--- src/rtl/cbdsu_pkg.sv ---
// Package of constants and types for the conditional branch delay slot unit
// How it works
// [RULE_01] Target is delay-slot address plus sign-extended offset shifted left two.
// [RULE_02] Taken branch redirects the PC only after the delay slot executes.
// [RULE_03] Negative tests are true exactly when the source sign bit is one.
// [RULE_04] Unequal tests are true exactly when both full source values differ.
// [RULE_05] Linking forms write register 31 whether or not the branch is taken.
// [RULE_06] Return address is the branch address plus eight.
// [RULE_07] Likely forms squash the delay-slot instruction when not taken.
// [RULE_08] Evaluate at the branch, apply redirect or squash in the next slot.
// [RULE_09] Software must not test register 31 in a linking form.
// [RULE_10] A slot exception restarts at the branch; evaluation is repeatable.
// [RULE_11] Software must not put branches, jumps, returns or wait in a slot.
// [RULE_12] Non-likely forms always execute the delay slot normally.
package cbdsu_pkg;
	localparam int          CBDSU_XLEN       = 32;
	localparam int          CBDSU_IMM_W      = 16;
	localparam int          CBDSU_IMM_SHIFT  = 2;
	localparam int          CBDSU_OFS_W      = 18;
	localparam logic [31:0] CBDSU_SLOT_STEP  = 32'h0000_0004;
	localparam logic [31:0] CBDSU_LINK_STEP  = 32'h0000_0008;
	localparam logic [4:0]  CBDSU_LINK_REG   = 5'h1F;
	localparam logic [31:0] CBDSU_PC_RST     = 32'h0000_0000;

	typedef enum logic [2:0] {
		CBDSU_OP_NONE                          = 3'h0,
		CBDSU_OP_BRANCH_IF_NEGATIVE            = 3'h1,
		CBDSU_OP_BRANCH_IF_NEGATIVE_LINK       = 3'h2,
		CBDSU_OP_BRANCH_IF_NEGATIVE_LINK_LIKELY = 3'h3,
		CBDSU_OP_BRANCH_IF_NEGATIVE_LIKELY     = 3'h4,
		CBDSU_OP_BRANCH_IF_UNEQUAL             = 3'h5,
		CBDSU_OP_BRANCH_IF_UNEQUAL_LIKELY      = 3'h6
	} cbdsu_op_t;

	// Gray path: idle -> slot pending -> idle
	typedef enum logic [0:0] {
		CBDSU_ST_IDLE = 1'b0,
		CBDSU_ST_SLOT = 1'b1
	} cbdsu_state_t;
endpackage

--- src/rtl/cbdsu_eval.sv ---
// Combinational branch evaluator: condition, target and link address
`timescale 1ns/1ps
module cbdsu_eval (
	input  wire logic [2:0]  op_in,
	input  wire logic [31:0] branch_pc_in,
	input  wire logic [15:0] offset_in,
	input  wire logic [31:0] first_source_reg_in,
	input  wire logic [31:0] second_source_reg_in,
	output logic             is_branch_out,
	output logic             cond_out,
	output logic             likely_out,
	output logic             link_out,
	output logic [31:0]      target_out,
	output logic [31:0]      link_addr_out
);
	function automatic logic [31:0] cbdsu_sext_ofs(input logic [15:0] imm);
		logic [17:0] ofs;
		ofs = {imm, 2'h0};
		return {{14{ofs[17]}}, ofs};
	endfunction

	cbdsu_pkg::cbdsu_op_t op;
	logic                 neg;
	logic                 unequal;

	assign op      = cbdsu_pkg::cbdsu_op_t'(op_in);
	assign neg     = first_source_reg_in[31]; // [RULE_03]
	assign unequal = first_source_reg_in != second_source_reg_in; // [RULE_04]

	always_comb begin
		is_branch_out = 1'b1;
		cond_out      = 1'b0;
		likely_out    = 1'b0;
		link_out      = 1'b0;
		unique case (op)
		cbdsu_pkg::CBDSU_OP_BRANCH_IF_NEGATIVE: begin
			cond_out = neg;
		end
		cbdsu_pkg::CBDSU_OP_BRANCH_IF_NEGATIVE_LINK: begin
			cond_out = neg;
			link_out = 1'b1;
		end
		cbdsu_pkg::CBDSU_OP_BRANCH_IF_NEGATIVE_LINK_LIKELY: begin
			cond_out   = neg;
			link_out   = 1'b1;
			likely_out = 1'b1;
		end
		cbdsu_pkg::CBDSU_OP_BRANCH_IF_NEGATIVE_LIKELY: begin
			cond_out   = neg;
			likely_out = 1'b1;
		end
		cbdsu_pkg::CBDSU_OP_BRANCH_IF_UNEQUAL: begin
			cond_out = unequal;
		end
		cbdsu_pkg::CBDSU_OP_BRANCH_IF_UNEQUAL_LIKELY: begin
			cond_out   = unequal;
			likely_out = 1'b1;
		end
		default: begin
			is_branch_out = 1'b0;
		end
		endcase
	end

	// Offset is relative to the slot, not the branch
	assign target_out = branch_pc_in + cbdsu_pkg::CBDSU_SLOT_STEP
		+ cbdsu_sext_ofs(offset_in); // [RULE_01]
	assign link_addr_out = branch_pc_in + cbdsu_pkg::CBDSU_LINK_STEP; // [RULE_06]
endmodule

--- src/rtl/cbdsu_top.sv ---
// Branch resolution and delay-slot sequencing unit
`timescale 1ns/1ps
module cbdsu_top (
	input  wire logic        clk_in,
	input  wire logic        sys_rst_in,
	input  wire logic        issue_valid_in,
	input  wire logic [2:0]  op_in,
	input  wire logic [31:0] branch_pc_in,
	input  wire logic [15:0] offset_in,
	input  wire logic [31:0] first_source_reg_in,
	input  wire logic [31:0] second_source_reg_in,
	input  wire logic        slot_flush_in,
	output logic             link_we_out,
	output logic [4:0]       link_reg_out,
	output logic [31:0]      link_data_out,
	output logic             redirect_out,
	output logic [31:0]      redirect_pc_out,
	output logic             squash_slot_instruction_out,
	output logic             slot_active_out
);
	typedef struct packed {
		cbdsu_pkg::cbdsu_state_t state;
		logic                    cond;
		logic                    likely;
		logic [31:0]             target;
		logic                    link_we;
		logic [31:0]             link_data;
		logic                    redirect;
		logic [31:0]             redirect_pc;
		logic                    squash;
	} cbdsu_regs_t;

	cbdsu_regs_t s_reg;
	cbdsu_regs_t s_next;

	logic        ev_branch;
	logic        ev_cond;
	logic        ev_likely;
	logic        ev_link;
	logic [31:0] ev_target;
	logic [31:0] ev_link_addr;

	// Pure function of inputs, so a restart at the branch re-evaluates alike
	cbdsu_eval u_eval ( // [RULE_10]
		.op_in                (op_in),
		.branch_pc_in         (branch_pc_in),
		.offset_in            (offset_in),
		.first_source_reg_in  (first_source_reg_in),
		.second_source_reg_in (second_source_reg_in),
		.is_branch_out        (ev_branch),
		.cond_out             (ev_cond),
		.likely_out           (ev_likely),
		.link_out             (ev_link),
		.target_out           (ev_target),
		.link_addr_out        (ev_link_addr)
	);

	always_comb begin
		s_next             = s_reg;
		s_next.link_we     = 1'b0;
		s_next.redirect    = 1'b0;
		s_next.squash      = 1'b0;
		unique case (s_reg.state)
		cbdsu_pkg::CBDSU_ST_IDLE: begin
			if (issue_valid_in && ev_branch) begin
				// Capture at the branch, act in the next slot
				s_next.state  = cbdsu_pkg::CBDSU_ST_SLOT; // [RULE_08]
				s_next.cond   = ev_cond;
				s_next.likely = ev_likely;
				s_next.target = ev_target;
				// Link written regardless of outcome
				s_next.link_we   = ev_link; // [RULE_05]
				s_next.link_data = ev_link_addr; // [RULE_06]
			end
		end
		cbdsu_pkg::CBDSU_ST_SLOT: begin
			if (issue_valid_in || slot_flush_in) begin
				s_next.state = cbdsu_pkg::CBDSU_ST_IDLE;
			end
			// Flush (exception in slot) drops the redirect; core restarts at
			// the branch itself
			if (issue_valid_in && !slot_flush_in) begin
				// Redirect takes effect after the slot instruction
				s_next.redirect    = s_reg.cond; // [RULE_02]
				s_next.redirect_pc = s_reg.target; // [RULE_02]
			end
			// Squash only likely forms; plain forms run the slot.
			// A flushed slot restarts at the branch, so nothing is squashed.
			s_next.squash = issue_valid_in && !slot_flush_in
				&& s_reg.likely && !s_reg.cond; // [RULE_07] [RULE_12]
		end
		endcase
		if (sys_rst_in) begin
			s_next.state  = cbdsu_pkg::CBDSU_ST_IDLE;
			s_next.cond   = 1'b0;
			s_next.likely = 1'b0;
			s_next.target = cbdsu_pkg::CBDSU_PC_RST;
			s_next.link_we   = 1'b0;
			s_next.link_data = cbdsu_pkg::CBDSU_PC_RST;
			s_next.redirect  = 1'b0;
			s_next.redirect_pc = cbdsu_pkg::CBDSU_PC_RST;
			s_next.squash    = 1'b0;
		end
	end

	always_ff @(posedge clk_in) begin
		s_reg <= s_next;
	end

	assign link_we_out     = s_reg.link_we;
	assign link_reg_out    = cbdsu_pkg::CBDSU_LINK_REG;
	assign link_data_out   = s_reg.link_data;
	assign redirect_out    = s_reg.redirect;
	assign redirect_pc_out = s_reg.redirect_pc;
	assign squash_slot_instruction_out = s_reg.squash;
	assign slot_active_out = s_reg.state == cbdsu_pkg::CBDSU_ST_SLOT;

	logic [31:0] past_pc;
	always_ff @(posedge clk_in) begin
		past_pc <= branch_pc_in;
	end
endmodule

--- config.mk ---
export PLATFORM = sky130hd
export DESIGN_NAME = cbdsu_top
export DESIGN_NICKNAME = d
export VERILOG_FILES = /design/src/rtl/cbdsu_pkg.sv /design/src/rtl/cbdsu_eval.sv /design/src/rtl/cbdsu_top.sv
export SDC_FILE = /design/constraint.sdc
export NUM_CORES = 1
export LEC_CHECK = 0
export ABC_AREA = 1
export CORE_MARGIN = 5
export CORE_UTILIZATION = 61
export DETAILED_ROUTE_END_ITERATION = 12
export DONT_BUFFER_PORTS = 1
export PLACE_DENSITY = 0.84
export SLEW_MARGIN = 20
export SYNTH_ARGS = -nofsm -noshare
export SYNTH_HDL_FRONTEND = slang
export SYNTH_SLANG_ARGS = --single-unit
--- constraint.sdc ---
create_clock -name clk_in -period 5.2 [get_ports clk_in]
set_clock_uncertainty 0.1 [all_clocks]
set_input_delay 0.26 -clock clk_in [delete_from_list [all_inputs] [get_ports clk_in]]
set_output_delay 0.26 -clock clk_in [all_outputs]
set_load 0.05 [all_outputs]
=== After elaboration in Yosys (flattened, before gate mapping) ===
Cells that the tools add are included.

* Register bits: 102
* Bits in latches: 0
* Bits in writable memories: 0
* ROM bits: 0
* Input bits: 119
* Output and inout port bits: 73
* Logic and storage cells: 46
* Memories kept: 0

* Add/sub/neg operators: 3
* $mul: 0
* Divide/modulo/power cells: 0
* Order comparisons: 0
* Eq/ne operators: 7
* Shift operators: 0
* Multiplexer cells: 7
* Bitwise operators: 3
* Reduce and logical (&&, ||, !) cells: 17

{| class="wikitable"
|+ Operators with widths
! operator !! count
|-
| 68-bit 2-to-1 mux || 1
|-
| 32-bit by 3-bit adder with 32-bit output, second input constant || 1
|-
| 32-bit adder || 1
|-
| 32-bit by 4-bit adder with 32-bit output, second input constant || 1
|-
| 32-bit inequality test || 1
|-
| 3-bit equality test, second input constant || 3
|-
| 3-bit OR reduction || 3
|-
| 3-bit by 2-bit equality test with 1-bit output, second input constant || 2
|-
| 2-bit OR reduction || 3
|-
| 6-bit OR reduction || 1
|-
| 1-bit logical AND || 4
|-
| 1-bit 2-to-1 mux || 4
|-
| 1-bit one-hot mux with 2 select lines || 2
|-
| 2-bit AND reduction || 2
|-
| 4-bit OR reduction || 1
|-
| 3-bit by 1-bit equality test with 1-bit output, second input constant || 1
|-
| 1-bit NOT || 3
|-
| 1-bit logical NOT || 2
|-
| 1-bit logical OR || 1
|}

=== Logic depth before layout (Yosys ltp) ===
* Depth after elaboration: 6
* Mapped depth: 15
* Mapped depth without buffers: 15

=== Hierarchy ===
Synthesis repeated with hierarchy kept, for this count alone.

* Cells, all modules: 1,388
* Area, all modules: 8,329.2 µm²

{| class="wikitable"
|+ Modules (own cells, without submodules)
! module !! times used !! cells each !! area an instance (µm²) !! seq. area each (µm²)
|-
| cbdsu_top || 1 || 705 || 4,639.4 || 2,042.0
|-
| cbdsu_eval || 1 || 683 || 3,689.8 || 0.0
|}

=== Least setup slack after synthesis ===
OpenSTA, ideal clock, no wires.

* Path type: input-to-reg
* Start point: in branch_pc_in[3]
* End point: reg s_reg[82] in the netlist's numbering
* Library setup time: 0.115 ns
* Arrival time: 1.916 ns
* Required time: 4.985 ns
* Setup slack: 3.069 ns
* Stages on the path: 10
* Buffers on the path: 0
* Path through: ha_1 ha_1 fa_1 nand3_1 nand3_1 nand3_1 nand3_1 xor2_1 o21ai_0 inv_1

* Cells in the longest elaborated chain, start to end: 2

{| class="wikitable"
|+ Ends and longest elaborated chain
! what !! RTL line !! text
|-
| from (decl) || cbdsu_top.sv:8 || <nowiki>input wire logic [31:0] branch_pc_in,</nowiki>
|-
| 32-bit by 3-bit adder with 32-bit output || cbdsu_eval.sv:66 || <nowiki>assign target_out = branch_pc_in + cbdsu_pkg::CBDSU_SLOT_STEP</nowiki>
|-
| 32-bit adder || cbdsu_eval.sv:67 || <nowiki>+ cbdsu_sext_ofs(offset_in);</nowiki>
|-
| to (signal assigned) || cbdsu_top.sv:107 || <nowiki>s_reg <= s_next;</nowiki>
|-
| to (decl) || cbdsu_top.sv:33 || <nowiki>cbdsu_regs_t s_reg;</nowiki>
|}

No other way between the ends.
A chain may end at the register's enable or synchronous reset.

=== Worst setup path after layout ===
* Start point: reg s_reg, in the netlist slot_active_out
* End point: reg s_reg[73] in the netlist's numbering

* Cells in the longest elaborated chain, start to end: 2

{| class="wikitable"
|+ Ends and longest elaborated chain
! what
|-
| 1-bit NOT (no line)
|-
| 2-bit AND reduction (no line)
|}

No other way between the ends.

==> results.py <==
metrics = {
    "status": {
        "outcome": "finished clean",
    },
    "synth": {
        "syn_area_per_cell_um2": 6.35,
        "syn_area_um2": 7880,
        "yosys_warnings": 0,
        "synth_edf_count": 0,
        "synth_seq_cells": 100,
        "yosysSeqAreaShare_pct": 25.4,
        "ys.flop_type": "dfxtp_1",
        "synthArstFlopShare_pct": 0,
        "synthCells": 1241,
        "synth_cell_types": 42,
    },
    "floorplan": {
        "fp.dieW_um": 124,
        "pin_count": 192,
        "initial_core_util_pct": 62.4,
        "dieArea_um2": 15300,
        "num_rows": 41,
        "die_h_um": 124,
        "core_um2": 12600,
    },
    "clocking": {
        "cts_root_buf": "clkbuf_16",
        "clk_latency_ns": 0.34,
        "htreeDepth": 3,
        "cts.path.max_buffers": 2,
        "cts.sink_count": 100,
        "cts_buffers": 9,
        "clk_pin_slew_ns": 0.07,
        "post-cts-setup-buffers": 0,
        "cts_tree": "built",
    },
    "routing": {
        "drtPass1Iterations": 5,
        "viasPerCell": 5.47,
        "ant_nets": 0,
        "drt-initial-drc-count": 677,
        "wl_um": 22300,
        "avgRoutedWirePerCell_um": 16.6,
        "drc": 0,
        "vias": 7340,
    },
    "finish": {
        "nFillCells": 1220,
        "drive_gt1_share_pct": 3.93,
        "num-nets-final": 1343,
        "fin_util_pct": 62.2,
        "num_antenna_cells": 0,
        "largest_reg_flops": 34,
        "area_delta_synth_final_pct": -0.302,
    },
    "setup_path": {
        "cp-end-kind": "register",
        "arrival_ns": 2.98,
        "critPathMaxFanout": 59,
        "required_ns": 5.37,
        "rrSetupSlack_ns": 2.39,
        "critical_path.cell_chain": "inv_1, nand3_2, inv_2, buf_4, o21ai_0, a21oi_1",
        "cpMaxStageDelayCell": "inv_2",
        "crit_type": "register to register",
        "start_kind": "register",
        "critical-path-max-stage-delay_ns": 0.82,
    },
    "timing": {
        "max_freq_mhz": 356,
        "period_minus_slack_ns": 2.81,
        "post-route-period-util_pct": 54.1,
        "hold_violations": 0,
        "worst_slew_pin_slew_ns": 1.06,
        "relSlewSlack_pct": 29.1,
        "drv_slew": 0,
        "rsz0062_at_grt": "false",
        "finalSetupViolations": 0,
        "setup_tns_ns": 0,
    },
    "pwr": {
        "power_frac_seq_pct": 43.9,
        "sw_frac_of_total_pct": 35.7,
        "p_switching_uw": 771,
        "p_int_mw": 1.39,
        "power.density_nw_per_um2": 275,
        "ir_drop_mv": 0.213,
        "combPwrFrac_pct": 25.0,
        "p_clk_share_pct": 31.1,
        "p_leak_nw": 3.90,
    },
    "global_route": {
        "grt_max_degree": 60,
        "grt_usage_pct": 29.2,
        "overflow": 0,
        "antenna_found_initial": 0,
        "grt_pass1_vias": 6904,
        "grt_first_pass_wirelength_um": 34800,
    },
    "placement": {
        "gp_congestion": 0.961,
        "dp_hpwl_um": 17700,
        "port_buffers": 0,
    },
    "min_path": {
        "hold_class": "input port to register",
    },
    "run": {
        "cap_viol_max_count": 0,
    },
}
[layout by cell type (no fill, tap or decap), drive strengths merged]
cell,instances
dlygate4sd3,6
a311oi,1
xnor2,37
bufinv,1
fa,1
o211ai,10
a211oi,2
nor3,15
dfxtp,100
nand3,109
o21bai,1
nor2,142
clkinvlp,3
ha,58
nor4,1
xor2,13
nand2,344
buf,5
nor3b,2
o21ai,34
a31oi,2
a21oi,66
nand4,15
clkbuf,10
nand3b,3
a21o,4
o41ai,1
or2,9
inv,170
conb,5
[routing by layer]
metal / routed length (um) / GRT usage (%) / part of all wire, % / up-vias
li1: - / - / - / 3700
met1: 9310 / 36.8 / 42 / 3276
met2: 9720 / 46.6 / 44 / 305
met3: 2190 / 7.58 / 9.8 / 59
met4: 1050 / 13.7 / 4.7 / 0
met5: 0 / 0 / 0 / -
[timing repair]
item,4_1_cts,5_1_grt
hold endpoints to repair,60,1
hold buffers,6,1
gates resized for setup,0,0
[Yosys cell counts, drive strengths merged (2+ instances only)]
| master | number | area (um2) |
|---|---|---|
| a21o | 4 | 30.0 |
| a21oi | 66 | 330 |
| or2 | 9 | 56.3 |
| o21ai | 34 | 170 |
| a211oi | 2 | 20.0 |
| clkbuf | 23 | 92.6 |
| xor2 | 13 | 114 |
| nand4 | 15 | 93.8 |
| a31oi | 2 | 12.5 |
| nor3 | 15 | 101 |
| o211ai | 10 | 75.1 |
| nand3b | 3 | 22.5 |
| nor3b | 2 | 15.0 |
| buf | 79 | 583 |
| ha | 58 | 726 |
| xnor2 | 37 | 324 |
| nand2 | 344 | 1310 |
| dfxtp | 100 | 2000 |
| inv | 168 | 631 |
| nor2 | 142 | 563 |
| nand3 | 109 | 551 |
[worst paths after layout]
kind | startpoint | to | cells past startpoint
max | slot_active_out$_SDFF_PP0_ | s_reg[73]$_SDFFE_PP0P_ | 6
min | branch_pc_in[1] | s_reg[68]$_SDFFE_PP0P_ | 2
max reg2reg | slot_active_out$_SDFF_PP0_ | s_reg[73]$_SDFFE_PP0P_ | 6
min reg2reg | s_reg[99]$_SDFFE_PP0P_ | squash_slot_instruction_out$_SDFF_PP0_ | 2
[power groups by stage]
stage	Clock (mW)	Combinational (mW)	Sequential [mW]
after floorplan	0	0.549	0.858
after global placement	0	0.504	0.965
after detailed placement	0	0.510	0.965
after CTS	0.684	0.532	0.948
after global routing	0.724	0.612	0.953
final	0.673	0.540	0.948
[final cells by class]
class	instances	area, um2	area share, %
Clock inverter	6	70.1	0.892
Tap cell	172	215	2.74
Timing Repair Buffer	11	118	1.50
Inverter	168	631	8.03
Multi-Input combinational cell	875	4590	58.4
Sequential cell	100	2000	25.5
Clock buffer	10	229	2.92
[logic make-up after synthesis]
logic type      synth area share (%)
simple gates                    34.5
buf+inv                         16.6
compound gates                  8.42
flops                           25.4
fa+ha+maj                       9.47
xor+xnor                        5.56
other cells                   0.0476
[stage by stage]
stage | area [um2] | cells | setup slack, ns | power (mW) | hold slack [ns]
global placement | 7460 | 1319 | 2.50 | 1.47 | 0.233
global route | 7850 | 1342 | 2.15 | 2.29 | 0.00574
CTS | 7840 | 1341 | 2.40 | 2.16 | 0.00345
floorplan | 7890 | 1245 | 3.07 | 1.41 | 0.250
detailed placement | 7460 | 1319 | 2.43 | 1.47 | 0.236
finish | 7850 | 1342 | 2.39 | 2.16 | 0.0182
[critical path: cells and delay by family, from the launching register on]
| kind | cells | cell delay, ns |
|---|---|---|
| simple gates | 1 | 0.26 |
| compound gates | 2 | 0.33 |
| buf+inv | 3 | 1.53 |
| flops | 1 | 0.48 |
(Power assumes the default switching activity.)
